**src/ldfs_regs.svh**
```systemverilog
// constants for the line driver control and fault supervisor
`ifndef LDFS_REGS_SVH
`define LDFS_REGS_SVH
`define LDFS_CLK_HZ 40000000
`define LDFS_BLANK_US 500
`define LDFS_RETRY_MS 50
`define LDFS_BLANK_CYC ((`LDFS_CLK_HZ / 1000000) * `LDFS_BLANK_US)
`define LDFS_RETRY_CYC ((`LDFS_CLK_HZ / 1000) * `LDFS_RETRY_MS)
`define LDFS_CNT_W 22
// current limit codes, value in mA
`define LDFS_LIM_LL 9'h07D
`define LDFS_LIM_LH 9'h0FC
`define LDFS_LIM_HL 9'h13C
`define LDFS_LIM_HH 9'h17C
// avalon register offsets (word index)
`define LDFS_REG_CTRL 2'h0
`define LDFS_REG_STAT 2'h1
`define LDFS_REG_LIMIT 2'h2
`endif

```
**src/ldfs_pkg.sv**
```systemverilog
// types for the line driver control and fault supervisor
package ldfs_pkg;
	typedef enum logic [1:0] {
		LDFS_ST_OK = 2'b00,
		LDFS_ST_BLANK = 2'b01,
		LDFS_ST_FAULT = 2'b10,
		LDFS_ST_RETRY = 2'b11
	} ldfs_state_t;
endpackage

```
**src/ldfs_top.sv**
```systemverilog
// pin-controlled line driver control and fault supervisor
// Overview of operation
// - transceiver enable low disables driver and receiver
// - driver enable low keeps both switches off
// - line output is inverse of drive input
// - aux enable low turns aux switches off
// - aux output is inverse of aux input
// - limit selects decode to shared current threshold
// - overcurrent past blanking enters fault mode
// - retry mode: blanking expiry disables, asserts fault
// - retry mode: reenable after 50 ms, repeat
// - retry mode: overload gone, release within 50ms
// - no retry: fault after 500us, stay limited
// - no retry: thermal disables, reenables on cool
// - receive out inverse of line, low disabled
// - scaled receiver thresholds below 18 V
// - drivers off until all supplies good
// - warn low while supply below 16.5 V
// - uvlo low, drivers disabled; receivers disabled only when sensor supply is low
// - warn and uvlo indicators held low until core supply good
// - aux fault on overload or thermal shutdown
`timescale 1ns/100ps
`include "ldfs_regs.svh"

// per-driver overcurrent / thermal fault tracker
module ldfs_drv_fault
	import ldfs_pkg::*;
(
	input wire logic clock,
	input wire logic rst,
	input wire logic retry_en,
	input wire logic overcur,
	input wire logic overtemp,
	output logic drv_allow,
	output logic fault
);
	ldfs_state_t st_r;
	logic [`LDFS_CNT_W-1:0] cnt_r;

	always_ff @(posedge clock) begin
		if (rst) begin
			st_r <= LDFS_ST_OK;
			cnt_r <= '0;
		end else begin
			case (st_r)
				LDFS_ST_OK: begin
					cnt_r <= '0;
					if (overcur)
						st_r <= LDFS_ST_BLANK;
				end
				LDFS_ST_BLANK: begin
					if (!overcur) begin
						st_r <= LDFS_ST_OK;
					end else if (cnt_r == `LDFS_CNT_W'(`LDFS_BLANK_CYC - 1)) begin
						st_r <= LDFS_ST_FAULT;
						cnt_r <= '0;
					end else begin
						cnt_r <= cnt_r + 1'b1;
					end
				end
				LDFS_ST_FAULT: begin
					// retry mode: off for the retry time, then try again
					if (retry_en) begin
						if (cnt_r == `LDFS_CNT_W'(`LDFS_RETRY_CYC - 1)) begin
							st_r <= LDFS_ST_RETRY;
							cnt_r <= '0;
						end else begin
							cnt_r <= cnt_r + 1'b1;
						end
					end else if (!overcur) begin
						st_r <= LDFS_ST_OK;
					end
				end
				LDFS_ST_RETRY: begin
					// fault stays asserted while the driver is tried again
					if (!overcur)
						st_r <= LDFS_ST_OK;
					else if (cnt_r == `LDFS_CNT_W'(`LDFS_BLANK_CYC - 1)) begin
						st_r <= LDFS_ST_FAULT;
						cnt_r <= '0;
					end else
						cnt_r <= cnt_r + 1'b1;
				end
				default: begin
					st_r <= LDFS_ST_OK;
					cnt_r <= '0;
				end
			endcase
		end
	end

	// no-retry overcurrent only limits; thermal always cuts the driver
	assign drv_allow = !overtemp &&
		!(retry_en && st_r == LDFS_ST_FAULT);
	assign fault = overtemp || st_r == LDFS_ST_FAULT ||
		st_r == LDFS_ST_RETRY;
endmodule

module ldfs_top
	import ldfs_pkg::*;
(
	input wire logic clock,
	input wire logic rst,
	input wire logic line_transceiver_enable,
	input wire logic line_driver_enable,
	input wire logic line_drive_in,
	input wire logic aux_out_enable,
	input wire logic aux_drive_in,
	input wire logic limit_sel_1,
	input wire logic limit_sel_0,
	input wire logic retry_enable,
	input wire logic line_sense_in,
	input wire logic aux_in_pin,
	input wire logic line_overcur,
	input wire logic aux_overcur,
	input wire logic line_overtemp,
	input wire logic aux_overtemp,
	input wire logic sensor_supply_ok,
	input wire logic core_supply_ok,
	input wire logic logic_supply_ok,
	input wire logic sensor_below_warn,
	input wire logic sensor_below_scale,
	input wire logic [1:0] avs_address,
	input wire logic avs_read,
	input wire logic avs_write,
	input wire logic [31:0] avs_writedata,
	output logic [31:0] avs_readdata,
	output logic avs_waitrequest,
	output logic line_hs_on,
	output logic line_ls_on,
	output logic aux_hs_on,
	output logic aux_ls_on,
	output logic line_receive_out,
	output logic aux_receive_out,
	output logic rx_scaled_thresh,
	output logic [8:0] limit_ma,
	output logic line_fault_n_oe,
	output logic aux_fault_n_oe,
	output logic supply_warn_n_oe,
	output logic supply_uvlo_n_oe
);
	import ldfs_pkg::*;

	localparam int NS = 18;
	logic [NS-1:0] s1_r, s2_r;
	logic line_en, drv_en, line_tx, aux_en, aux_tx, sel1, sel0, retry;
	logic line_rx, aux_rx, l_oc, a_oc, l_ot, a_ot, sup_ok, core_ok, lg_ok;
	logic warn, scale;
	logic line_allow, aux_allow, line_flt, aux_flt, powered;
	logic sw_force_off_r;

	// two-stage synchronisers on every pin and comparator input
	always_ff @(posedge clock) begin
		if (rst) begin
			s1_r <= '0;
			s2_r <= '0;
		end else begin
			s1_r <= {line_transceiver_enable, line_driver_enable,
				line_drive_in, aux_out_enable, aux_drive_in, limit_sel_1,
				limit_sel_0, retry_enable, line_sense_in, aux_in_pin,
				line_overcur, aux_overcur, line_overtemp, aux_overtemp,
				sensor_supply_ok, core_supply_ok, logic_supply_ok,
				sensor_below_warn};
			s2_r <= s1_r;
		end
	end
	assign {line_en, drv_en, line_tx, aux_en, aux_tx, sel1, sel0, retry,
		line_rx, aux_rx, l_oc, a_oc, l_ot, a_ot, sup_ok, core_ok, lg_ok,
		warn} = s2_r;

	// scale threshold input synchronised on its own
	logic sc1_r, sc2_r;
	always_ff @(posedge clock) begin
		if (rst) begin
			sc1_r <= 1'b0;
			sc2_r <= 1'b0;
		end else begin
			sc1_r <= sensor_below_scale;
			sc2_r <= sc1_r;
		end
	end
	assign scale = sc2_r;

	ldfs_drv_fault u_line_fault (
		.clock(clock),
		.rst(rst),
		.retry_en(retry),
		.overcur(l_oc),
		.overtemp(l_ot),
		.drv_allow(line_allow),
		.fault(line_flt)
	);

	ldfs_drv_fault u_aux_fault (
		.clock(clock),
		.rst(rst),
		.retry_en(retry),
		.overcur(a_oc),
		.overtemp(a_ot),
		.drv_allow(aux_allow),
		.fault(aux_flt)
	);

	// sensor supply ok also covers the uvlo level
	assign powered = sup_ok && core_ok && lg_ok && !sw_force_off_r;

	// software off switch, default clear so pins alone run the block
	always_ff @(posedge clock) begin
		if (rst)
			sw_force_off_r <= 1'b0;
		else if (avs_write && avs_address == `LDFS_REG_CTRL)
			sw_force_off_r <= avs_writedata[0];
	end

	// driver switches, all registered
	always_ff @(posedge clock) begin
		if (rst) begin
			line_hs_on <= 1'b0;
			line_ls_on <= 1'b0;
			aux_hs_on <= 1'b0;
			aux_ls_on <= 1'b0;
		end else begin
			line_hs_on <= powered && line_en && drv_en && line_allow &&
				!line_tx;
			line_ls_on <= powered && line_en && drv_en && line_allow &&
				line_tx;
			aux_hs_on <= powered && aux_en && aux_allow && !aux_tx;
			aux_ls_on <= powered && aux_en && aux_allow && aux_tx;
		end
	end

	// receivers and limit decode
	always_ff @(posedge clock) begin
		if (rst) begin
			line_receive_out <= 1'b0;
			aux_receive_out <= 1'b0;
			rx_scaled_thresh <= 1'b0;
			limit_ma <= `LDFS_LIM_LL;
		end else begin
			line_receive_out <= line_en && sup_ok && !line_rx;
			aux_receive_out <= sup_ok && !aux_rx;
			rx_scaled_thresh <= scale;
			case ({sel1, sel0})
				2'b00: limit_ma <= `LDFS_LIM_LL;
				2'b01: limit_ma <= `LDFS_LIM_LH;
				2'b10: limit_ma <= `LDFS_LIM_HL;
				default: limit_ma <= `LDFS_LIM_HH;
			endcase
		end
	end

	// open-drain indicators: enable high pulls the pin low
	always_ff @(posedge clock) begin
		if (rst) begin
			line_fault_n_oe <= 1'b0;
			aux_fault_n_oe <= 1'b0;
			supply_warn_n_oe <= 1'b1;
			supply_uvlo_n_oe <= 1'b1;
		end else begin
			line_fault_n_oe <= line_flt;
			aux_fault_n_oe <= aux_flt;
			// independent of logic supply; low while core not good
			supply_warn_n_oe <= !core_ok || warn;
			supply_uvlo_n_oe <= !core_ok || !sup_ok;
		end
	end

	// avalon slave: fixed one wait cycle on every access
	logic busy_r;
	always_ff @(posedge clock) begin
		if (rst)
			busy_r <= 1'b0;
		else
			busy_r <= (avs_read || avs_write) && !busy_r;
	end
	always_ff @(posedge clock) begin
		if (rst)
			avs_waitrequest <= 1'b1;
		else
			avs_waitrequest <= !((avs_read || avs_write) && !busy_r);
	end
	always_ff @(posedge clock) begin
		if (rst)
			avs_readdata <= 32'h0;
		else if (avs_read && !busy_r) begin
			case (avs_address)
				`LDFS_REG_CTRL: avs_readdata <= {31'h0, sw_force_off_r};
				`LDFS_REG_STAT: avs_readdata <= {24'h0, warn, !sup_ok,
					aux_flt, line_flt, a_ot, l_ot, a_oc, l_oc};
				`LDFS_REG_LIMIT: avs_readdata <= {23'h0, limit_ma};
				default: avs_readdata <= 32'h0;
			endcase
		end
	end
endmodule

```
**config.mk**
```make
export PLATFORM = sky130hd
export DESIGN_NAME = ldfs_top
export DESIGN_NICKNAME = d
export VERILOG_FILES = /design/src/ldfs_pkg.sv /design/src/ldfs_top.sv
export VERILOG_INCLUDE_DIRS = /design/src
export SDC_FILE = /design/constraint.sdc
export NUM_CORES = 1
export LEC_CHECK = 0
export BUFFER_PORTS_ARGS = -buffer_cell sky130_fd_sc_hd__buf_4
export CAP_MARGIN = 25
export CORE_ASPECT_RATIO = 0.5
export CORE_MARGIN = 2
export CORE_UTILIZATION = 55
export DETAILED_ROUTE_END_ITERATION = 7
export PLACE_DENSITY = 0.81
export SETUP_SLACK_MARGIN = 0.1
export SYNTH_ARGS = -nofsm -noshare
export SYNTH_HDL_FRONTEND = slang
export SYNTH_HIERARCHICAL = 1
export SYNTH_SLANG_ARGS = --single-unit
export TNS_END_PERCENT = 100
```
**constraint.sdc**
```tcl
create_clock -name clock -period 3.2 [get_ports clock]
set_clock_uncertainty 0.15 [all_clocks]
set_input_delay 0.32 -clock clock [delete_from_list [all_inputs] [get_ports clock]]
set_output_delay 0.32 -clock clock [all_outputs]
set_load 0.05 [all_outputs]
```
==> results of run 1 <==
cell type report:
type / instances / area, sq um / area share (%)
Clock inverter: 11 / 131 / 2.22
Tap cell: 117 / 146 / 2.47
Sequential cell: 113 / 2260 / 38.2
Multi-Input combinational cell: 346 / 2280 / 38.6
Timing Repair Buffer: 73 / 598 / 10.1
Inverter: 8 / 30.0 / 0.507
Clock buffer: 21 / 470 / 7.94
power breakdown:
part	switching [mW]	total (mW)	internal (mW)
Sequential	0.0184	1.46	1.45
Combinational	0.183	0.272	0.0887
Clock	0.653	1.86	1.21
Total	0.854	3.60	2.74
state kept, by name (all words and copies together) (netlist names), 2 cells and up:
register / cells
avs_readdata: 9
limit_ma: 4
s1_r: 18
s2_r: 18
u_aux_fault/cnt_r: 22
u_aux_fault/st_r: 2
u_line_fault/cnt_r: 22
u_line_fault/st_r: 2
stage by stage:
step                      hold slack [ns]  instance area (sq um)
after floorplan                     0.223                   4930
after global placement              0.228                   5120
after detailed placement            0.236                   5120
after CTS                         0.00701                   5920
after global routing               0.0312                   5920
final                              0.0194                   5920
per-layer routing:
layer  part of all wire (%)  GRT usage (%)  wire length (um)  up-vias
li1                       -              -                 -     1770
met1                     45           25.9              4230     1646
met2                     48           32.8              4440       99
met3                    5.3           7.77               495       16
met4                    1.5           9.72               137        0
met5                      0              0                 0        -
layout by cell type, fill, tap and decap left out, drive strengths merged, types with 2 or more instances in the layout:
cell type and n:
a211oi 5, a21oi 12, a221oi 2, a2bb2oi 3, a41oi 4, and2 2, and3 12, and4 9
buf 53, bufinv 2, clkbuf 21, clkinv 6, clkinvlp 3, conb 28, dfxtp 113, dlygate4sd3 20
ha 2, inv 8, mux2i 2, nand2 14, nand2b 6, nand3 18, nand4 12, nand4bb 2
nor2 59, nor2b 51, nor3 21, nor3b 5, nor4 8, nor4b 5, o2111ai 2, o211a 2
o21ai 5, o22ai 2, o31ai 4, or2 2, or2b 2, xnor2 20, xor2 20
worst max-delay path by stage:
stage | from | slack [ns] | endpoint
finish | u_line_fault/cnt_r[17] | 0.83 | u_line_fault/cnt_r[10]
global route | u_line_fault/cnt_r[9] | 0.63 | u_line_fault/cnt_r[2]
CTS | u_line_fault/cnt_r[17] | 0.82 | u_line_fault/cnt_r[2]
detailed placement | u_line_fault/cnt_r[9] | 0.84 | u_line_fault/cnt_r[16]
global placement | u_line_fault/cnt_r[0] | 0.90 | u_line_fault/cnt_r[1]
floorplan | u_aux_fault/cnt_r[0] | 1.37 | u_aux_fault/cnt_r[2]
worst register-to-register path: cells and delay by family, from the launching register on:
| kind | cells | cell delay [ns] |
|---|---|---|
| AO/OA/AOI/OAI | 2 | 0.70 |
| buffers and inverters | 1 | 0.28 |
| flip-flops | 1 | 0.42 |
| AND/OR/NAND/NOR | 3 | 0.71 |
repair_timing:
action,CTS,global route
hold buffers,20,0
setup endpoints to repair,0,0
hold endpoints to repair,20,0
gates resized for setup,0,0
cell families (layout without fill, tap and decap cells):
family	count (synthesis)	in the layout	synth area share, %
other	2	28	0.156
xor gates and xnor gates	40	40	7.26
muxes	2	2	0.415
adders and majority gates	2	2	0.518
and+or+nand+nor	232	232	28.3
buffers and inverters	54	113	7.85
AOI/OAI and AO/OA	42	42	8.66
DFF	113	113	46.9
==> out/metrics.cfg, run 1 <==
[final_layout]
fill_cells=609
drive_gt1_share_pct=21.9
insertedDiodeCount=0
area_growth_pct=22.7
final_nets=618
fin_cells=689
final_util_pct=68.7

[synthesis]
synth_area_leaders=dfxtp_1, nor2b_1, buf_4
synth_edf_count=0
syn_inst=487
synth_top_cells_by_count=dfxtp_1, nor2_1, nor2b_1
synth_flop_cell=dfxtp_1
post-synth-top-area-fraction_pct=46.9
synthDistinctLibCells=53
yosys_warnings=6
seq_area_frac_synth_pct=46.9
async_flop_share_pct=0
yosys.area.top_type=dfxtp_1
syn_avg_cell_area_sq_um=9.91
synth_area_sq_um=4830
ys_ff_latch=113
synth_most_common_cell=dfxtp_1

[hold_path]
hold_path_depth=2
min_from=avs_write
worstHoldEndpoint=avs_waitrequest
min_path_type=in -> reg

[timing]
grt_setup_unrepaired=no
worst_slew_pin_slew_ns=0.733
fmax_mhz=422
finalCritPeriodShare_pct=74.1
maxSlewHeadroom_pct=51.1
fin_setup_tns_ns=0
hold_violations=0
fin_crit_ns=2.37
slew_violations=0
setup-violations-final=0
setup_slack_ns=0.829

[worst_setup_path]
regToRegStartpoint=u_line_fault/cnt_r[17]
cp-start-kind=register
slowest_delay_ns=0.49
critical-path-top-delay-family=simple AND/OR/NAND/NOR gates
r2r_setup_slack_ns=0.83
rr_worst_depth=6
critPathKind=reg -> reg
worst-path-buf-inv=1
worstPathRequired_ns=3.35
path_cells=nand4_1 -> nor4_1 -> a21oi_1 -> o31ai_4 -> buf_4 -> nor2_1
cp.arrival_ns=2.52
crit_fanout=11
critical_path_depth=6
critPathCaptureType=register
rr_endpoint=u_line_fault/cnt_r[10]
critPathSlowestCell=nor4_1

[cts]
htree_levels=4
postCtsSetupBuffers=0
path_clk_slew_ns=0.05
clock_latency_ns=0.41
root_buffer=clkbuf_16
numCtsBuffers=17
cts_tree=yes
cts_max_path_buffers=2
clock_sinks=113

[grt]
grt_first_pass_wirelength_um=15500
grt-ovfl-total=0
grt_util_all_layers_pct=21.0
grt_max_degree=68
first_global_vias=3277
antenna_found_initial=1

[placed_design]
place_congestion=0.803
numPortBuffers=50
place_ws_ns=0.841
dp_cells=637
place_hpwl_um=5870

[run_status]
status=finished clean

[route]
via_per_inst=5.12
ant_nets=0
vias=3531
wl_per_cell_um=13.5
drt-initial-drc-count=251
first_pass_iters=4
totalWireLength_um=9300
drcViolationCount=0

[floorplanning]
start_util_pct=56.0
coreArea_sq_um=8620
rows=24
pin_count=110
dieArea_sq_um=9590
fp.dieW_um=137
die_y_um=70.3

[job]
maxCapViolations=0

[pwr]
fin_total_pwr_mw=3.60
peakVddDrop_mv=0.463
pwr_density_cell_nw_per_um2=607
power.static_leakage_nw=2.27

No activity file was read; power rests on OpenSTA's default activity.
==> run 2, diff against run 1 <==
- CORE_UTILIZATION: 55 -> 49
- PLACE_DENSITY: 0.81 -> 0.76
- clock period: 3.2 -> 1.9 ns (I/O delays scaled with it)
==> out/metrics.cfg, run 2 (same netlist as run 1, synthesis figures left out) <==
[route]
via_per_inst=5.05  ; -1.5%
first_pass_iters=4  ; unchanged
routedLengthMet1_um=4950  ; +17%
drcViolationCount=0  ; unchanged
topRoutingLayerUsed=met4
totalWireLength_um=11300  ; +22%
drt-initial-drc-count=241  ; -4.0%
wl_per_cell_um=14.8  ; +10%
ant_nets=0  ; unchanged
wl_met2_um=5660  ; +27%
route.met3.wl_um=543  ; +9.7%
vias=3853  ; +9.1%

[pwr]
fin_total_pwr_mw=5.84  ; +62%
power.static_leakage_nw=2.59  ; +14%
pwr_density_cell_nw_per_um2=868  ; +43%
peakVddDrop_mv=0.653  ; +41%

[timing]
hold_ws_ns=0.0266  ; +0.00723 ns
hold_violations=0  ; unchanged
slew_violations=0  ; unchanged
finalCritPeriodShare_pct=102  ; +28 points
fin_setup_tns_ns=-0.500  ; -0.500 ns
setup_slack_ns=-0.0389  ; -0.867 ns
fin_crit_ns=1.94  ; -0.433 ns
setup-violations-final=30  ; +30
grt_setup_unrepaired=yes
fmax_mhz=516  ; +22%

[floorplanning]
dieArea_sq_um=10700  ; +12%
fp.dieW_um=144  ; +5.8%
start_util_pct=50.8  ; -5.2 points
die_y_um=74.2  ; +5.6%
coreArea_sq_um=9510  ; +10%
pin_count=110  ; unchanged
rows=25  ; +4.2%

[grt]
first_global_vias=3763  ; +15%
grt_max_degree=36  ; -47%
antenna_found_initial=0  ; -1
grt_util_all_layers_pct=22.2  ; +1.2 points
grt-ovfl-total=0  ; unchanged
grt_first_pass_wirelength_um=18300  ; +18%

[final_layout]
multiInputGateArea_sq_um=2600  ; +14%
final_common_cell=dfxtp_1
final_nets=674  ; +9.1%
insertedDiodeCount=0  ; unchanged
area_growth_pct=39.3
drive_gt1_share_pct=37.4  ; +16 points
ff_latch_area_sq_um=2270  ; +0.39%
fill_cells=638  ; +4.8%
reg.largest.list=u_aux_fault/cnt_r (22), u_line_fault/cnt_r (22)
final_cell_mix=dfxtp_1, buf_4, nor2b_1, conb_1, nor2_1

[cts]
clock_sinks=113  ; unchanged
numCtsBuffers=17  ; unchanged
clock_latency_ns=0.41  ; about the same
cts_tree=yes
htree_levels=4  ; unchanged
path_clk_slew_ns=0.05  ; about the same
root_buffer=clkbuf_16
cts_max_path_buffers=2  ; unchanged

[worst_setup_path]
critPathKind=reg -> reg
critPathCaptureType=register
cp-start-kind=register
crit_fanout=10  ; -1
worstPathRequired_ns=2.04  ; -1.31 ns
cp.arrival_ns=2.08  ; -0.44 ns

[placed_design]
place_congestion=0.833  ; +3.8%
place_hpwl_um=6400  ; +9.0%
numPortBuffers=50  ; unchanged

[run_status]
status=complete, but fails checks
violations=setup timing

[job]
maxCapViolations=0  ; unchanged

[hold_path]
min_path_type=in -> reg

[run 2: changes by cell type in the layout (fill, tap and decap cells not counted), moves of 4 or more]
cell     before  now
buf_4        53   97
buf_6         0    4
a21oi_2       0    5
nor4b_1       5    1
nor2_2        4   25
a21oi_1      12    7
nor2_1       55   27
nor2_4        0    7
dfxtp_1     113  106
nor4b_4       0    4
dfxtp_2       0    7
[run 2: power breakdown]
part	switching (mW)	total [mW]	internal (mW)	leakage [nW]
sequential	0.0295	2.46	2.43	0.925
combinational	0.332	0.521	0.188	1.40
clock	1.14	2.85	1.71	0.267
total	1.51	5.84	4.33	2.59
[run 2: path summary, 6_finish.rpt]
check | end | depth (start not counted) | slack [ns] | from
worst max register to register | u_line_fault/cnt_r[19] | 5 | -0.04 | u_line_fault/st_r[0]
worst max-delay path | u_line_fault/cnt_r[19] | 5 | -0.04 | u_line_fault/st_r[0]
worst min-delay path | sw_force_off_r | 4 | 0.03 | avs_address[0]
worst min register to register | aux_receive_out | 1 | 0.24 | s2_r[8]
[run 2: timing repair]
item	4_1_cts	5_1_grt
gates resized for setup	50	34
pin swaps	36	12
gates cloned	2	0
setup buffers	10	1
hold endpoints to repair	23	0
setup endpoints to repair	44	48
hold buffers	24	0
[run 2: critical path: stages (launching register included)]
cell and delay, ns:
dfxtp_1 0.46, nand2b_2 0.26, o2111ai_4 0.23, nor4_1 0.43, xnor2_1 0.22, nor2_4 0.06
[run 2: per-stage QoR]
stage | setup slack, ns | instance area, sq um | instances | util, %
global placement | -0.0568 | 5470 | 695 | 57.5
detailed placement | -0.118 | 5470 | 695 | 57.5
floorplan | 0.119 | 4930 | 513 | -
global route | -0.181 | 6730 | 763 | 70.8
finish | -0.0389 | 6730 | 763 | 70.8
CTS | -0.0104 | 6620 | 763 | 69.6
[run 2: final cells by class]
type	count	area share, %
timing repair buffer	129	16.6
clock inverter	14	1.62
sequential	113	33.8
clock buffer	18	6.53
multi-input combinational	346	38.6
inverter	8	0.446
tap	135	2.51
[run 2: layer usage]
layer  track usage, %  up-vias
met5                0        -
met1             27.2     1835
met3             5.60       20
li1                 -     1871
met4             9.28        0
met2             38.1      127
==> run 3, diff against run 2 <==
==> constraint.sdc (replaced) <==
create_clock -name clock -period 1.9 [get_ports clock]
set_clock_uncertainty 0.15 [all_clocks]
set_input_delay 0.285 -clock clock [delete_from_list [all_inputs] [get_ports clock]]
set_output_delay 0.285 -clock clock [all_outputs]
set_load 0.05 [all_outputs]
==> out/metrics.cfg, run 3 (same netlist as run 1, synthesis figures left out) <==
[floorplanning]
coreArea_sq_um=9510  ; unchanged
die_y_um=74.2  ; unchanged
dieArea_sq_um=10700  ; unchanged
pin_count=110  ; unchanged
rows=25  ; unchanged
start_util_pct=50.8  ; unchanged
fp.dieW_um=144  ; unchanged

[pwr]
power.static_leakage_nw=2.64  ; +2.0%
pwr_density_cell_nw_per_um2=894  ; +3.0%
peakVddDrop_mv=0.621  ; -4.9%
fin_total_pwr_mw=6.06  ; +3.8%

[placed_design]
place_hpwl_um=6520  ; +1.9%
numPortBuffers=50  ; unchanged
place_congestion=0.840  ; +0.78%
dp_cells=697  ; +0.29%

[worst_setup_path]
critPathSlowestCell=nor4_1
rr_worst_depth=7  ; +2
slowest_delay_ns=0.44  ; -0.02 ns
startpoint=u_aux_fault/cnt_r[0]
critPathKind=reg -> reg
cp.arrival_ns=2.17  ; +0.09 ns
crit_fanout=10  ; unchanged
r2r_setup_slack_ns=-0.09  ; -0.06 ns
critPathCaptureType=register
path_cells=buf_4 -> buf_4 -> and2_1 -> o2111ai_4 -> nor4_1 -> o22ai_2 -> a21oi_2
rr_endpoint=u_aux_fault/cnt_r[15]
crit_top_cell=buf_4
worstPathRequired_ns=2.08  ; +0.04 ns
critical_path_depth=7  ; +2
cp-endpoint=u_aux_fault/cnt_r[15]
critical-path-top-delay-family=simple AND/OR/NAND/NOR gates
worst-path-buf-inv=2  ; +2
regToRegStartpoint=u_aux_fault/cnt_r[0]
cp-start-kind=register

[grt]
grt_max_degree=36  ; unchanged
first_global_vias=3802  ; +1.0%
grt-ovfl-total=0  ; unchanged
use_met3_pct=6.76  ; +1.2 points
antenna_found_initial=1  ; +1
globalRouteMet2Util_pct=37.1  ; -1.0 points
top_usage_layer=met2
grt_util_all_layers_pct=21.4  ; -0.75 points
grt_first_pass_wirelength_um=17700  ; -2.9%
met1_usage_pct=25.1  ; -2.1 points

[cts]
root_buffer=clkbuf_16
htree_levels=4  ; unchanged
clock_sinks=113  ; unchanged
cts_tree=yes
clock_latency_ns=0.40  ; about the same
numCtsBuffers=17  ; unchanged
path_clk_slew_ns=0.05  ; about the same
cts_max_path_buffers=2  ; unchanged

[run_status]
status=complete, but fails checks
violations=setup timing

[final_layout]
final_cell_mix=dfxtp_1, buf_4, nor2b_1, nor2_1, conb_1
drive_gt1_share_pct=37.1  ; -0.35 points
reg.largest.list=u_aux_fault/cnt_r (22), u_line_fault/cnt_r (22)
area_growth_pct=40.5
insertedDiodeCount=0  ; unchanged
final_nets=680  ; +0.89%
final_common_cell=dfxtp_1
fin_cells=769  ; +0.79%
fill_cells=634  ; -0.63%

[timing]
grt_setup_unrepaired=yes
fin_crit_ns=1.99  ; +0.0551 ns
finalCritPeriodShare_pct=105  ; +2.9 points
hold_ws_ns=0.104  ; +0.0774 ns
fmax_mhz=501  ; -2.8%
setup-violations-final=27  ; -10%
setup_slack_ns=-0.0940  ; -0.0551 ns
hold_violations=0  ; unchanged
slew_violations=0  ; unchanged

[route]
totalWireLength_um=11600  ; +2.7%
via_per_inst=5.05  ; about the same
ant_nets=0  ; unchanged
drcViolationCount=0  ; unchanged
wl_per_cell_um=15.1  ; +1.9%
vias=3885  ; +0.83%
drt-initial-drc-count=225  ; -6.6%
first_pass_iters=4  ; unchanged

[job]
maxCapViolations=0  ; unchanged

[hold_path]
min_path_type=in -> reg

run 3: cell types whose count changed in the layout (fill, tap and decap cells not counted), moves of 3 or more:
cell / delta
nor2_1: +7
nor2_2: -7
buf_4: +5
buf_6: +3
nor4_2: +3
run 3: cell type report:
type	instances	area [sq um]	share of cell area [%]
clock buffers	18	429	6.33
clock inverters	14	155	2.29
inverters	8	30.0	0.443
multi-input cells	346	2560	37.7
flip-flops and latches	113	2280	33.6
well taps	135	169	2.49
repair buffers	135	1160	17.1
run 3: repair_timing:
action                                  4_1_cts  5_1_grt
endpoints found under the setup margin       44       45
pin swaps                                    25       19
resized for setup                            36       42
hold buffers                                 22        0
buffers inserted                              8        5
gates cloned                                  3        2
endpoints found under the hold margin        22        0
run 3: how the worst min path moves through the flow:
stage	from	end	slack, ns	cells after the start
2_1_floorplan	rst	u_aux_fault/st_r[1]	0.20	1
3_3_place_gp	s2_r[8]	aux_receive_out	0.23	1
3_5_place_dp	s2_r[8]	aux_receive_out	0.23	1
4_1_cts	avs_address[1]	avs_readdata[0]	0.08	3
5_1_grt	rst	u_line_fault/st_r[1]	0.09	2
6_report	avs_address[1]	avs_readdata[0]	0.10	3
run 3: through the flow:
stage / area (sq um) / util (%) / setup slack [ns] / setup TNS (ns)
floorplan: 4930 / - / 0.119 / 0
global placement: 5470 / 57.5 / -0.0147 / -0.191
detailed placement: 5470 / 57.5 / -0.0756 / -1.37
CTS: 6540 / 68.8 / 0.0272 / 0
global route: 6780 / 71.3 / -0.165 / -3.17
finish: 6780 / 71.3 / -0.0940 / -0.337
run 3: worst register-to-register path, cell delays in order (launching register included):
cell and delay (ns):
dfxtp_2 0.34, buf_4 0.11, buf_4 0.10, and2_1 0.18, o2111ai_4 0.24, nor4_1 0.45
o22ai_2 0.17, a21oi_2 0.18
run 3: power by group:
part / leakage [nW] / switching, mW / internal, mW
registers: 0.926 / 0.0316 / 2.43
logic: 1.43 / 0.329 / 0.189
clock network: 0.282 / 1.14 / 1.95
total: 2.64 / 1.50 / 4.57
run 3: per-layer routing:
| metal | routed length [um] | vias up |
|---|---|---|
| li1 | - | 1891 |
| met1 | 4870 | 1837 |
| met2 | 5900 | 130 |
| met3 | 614 | 25 |
| met4 | 224 | 2 |
| met5 | 13 | - |
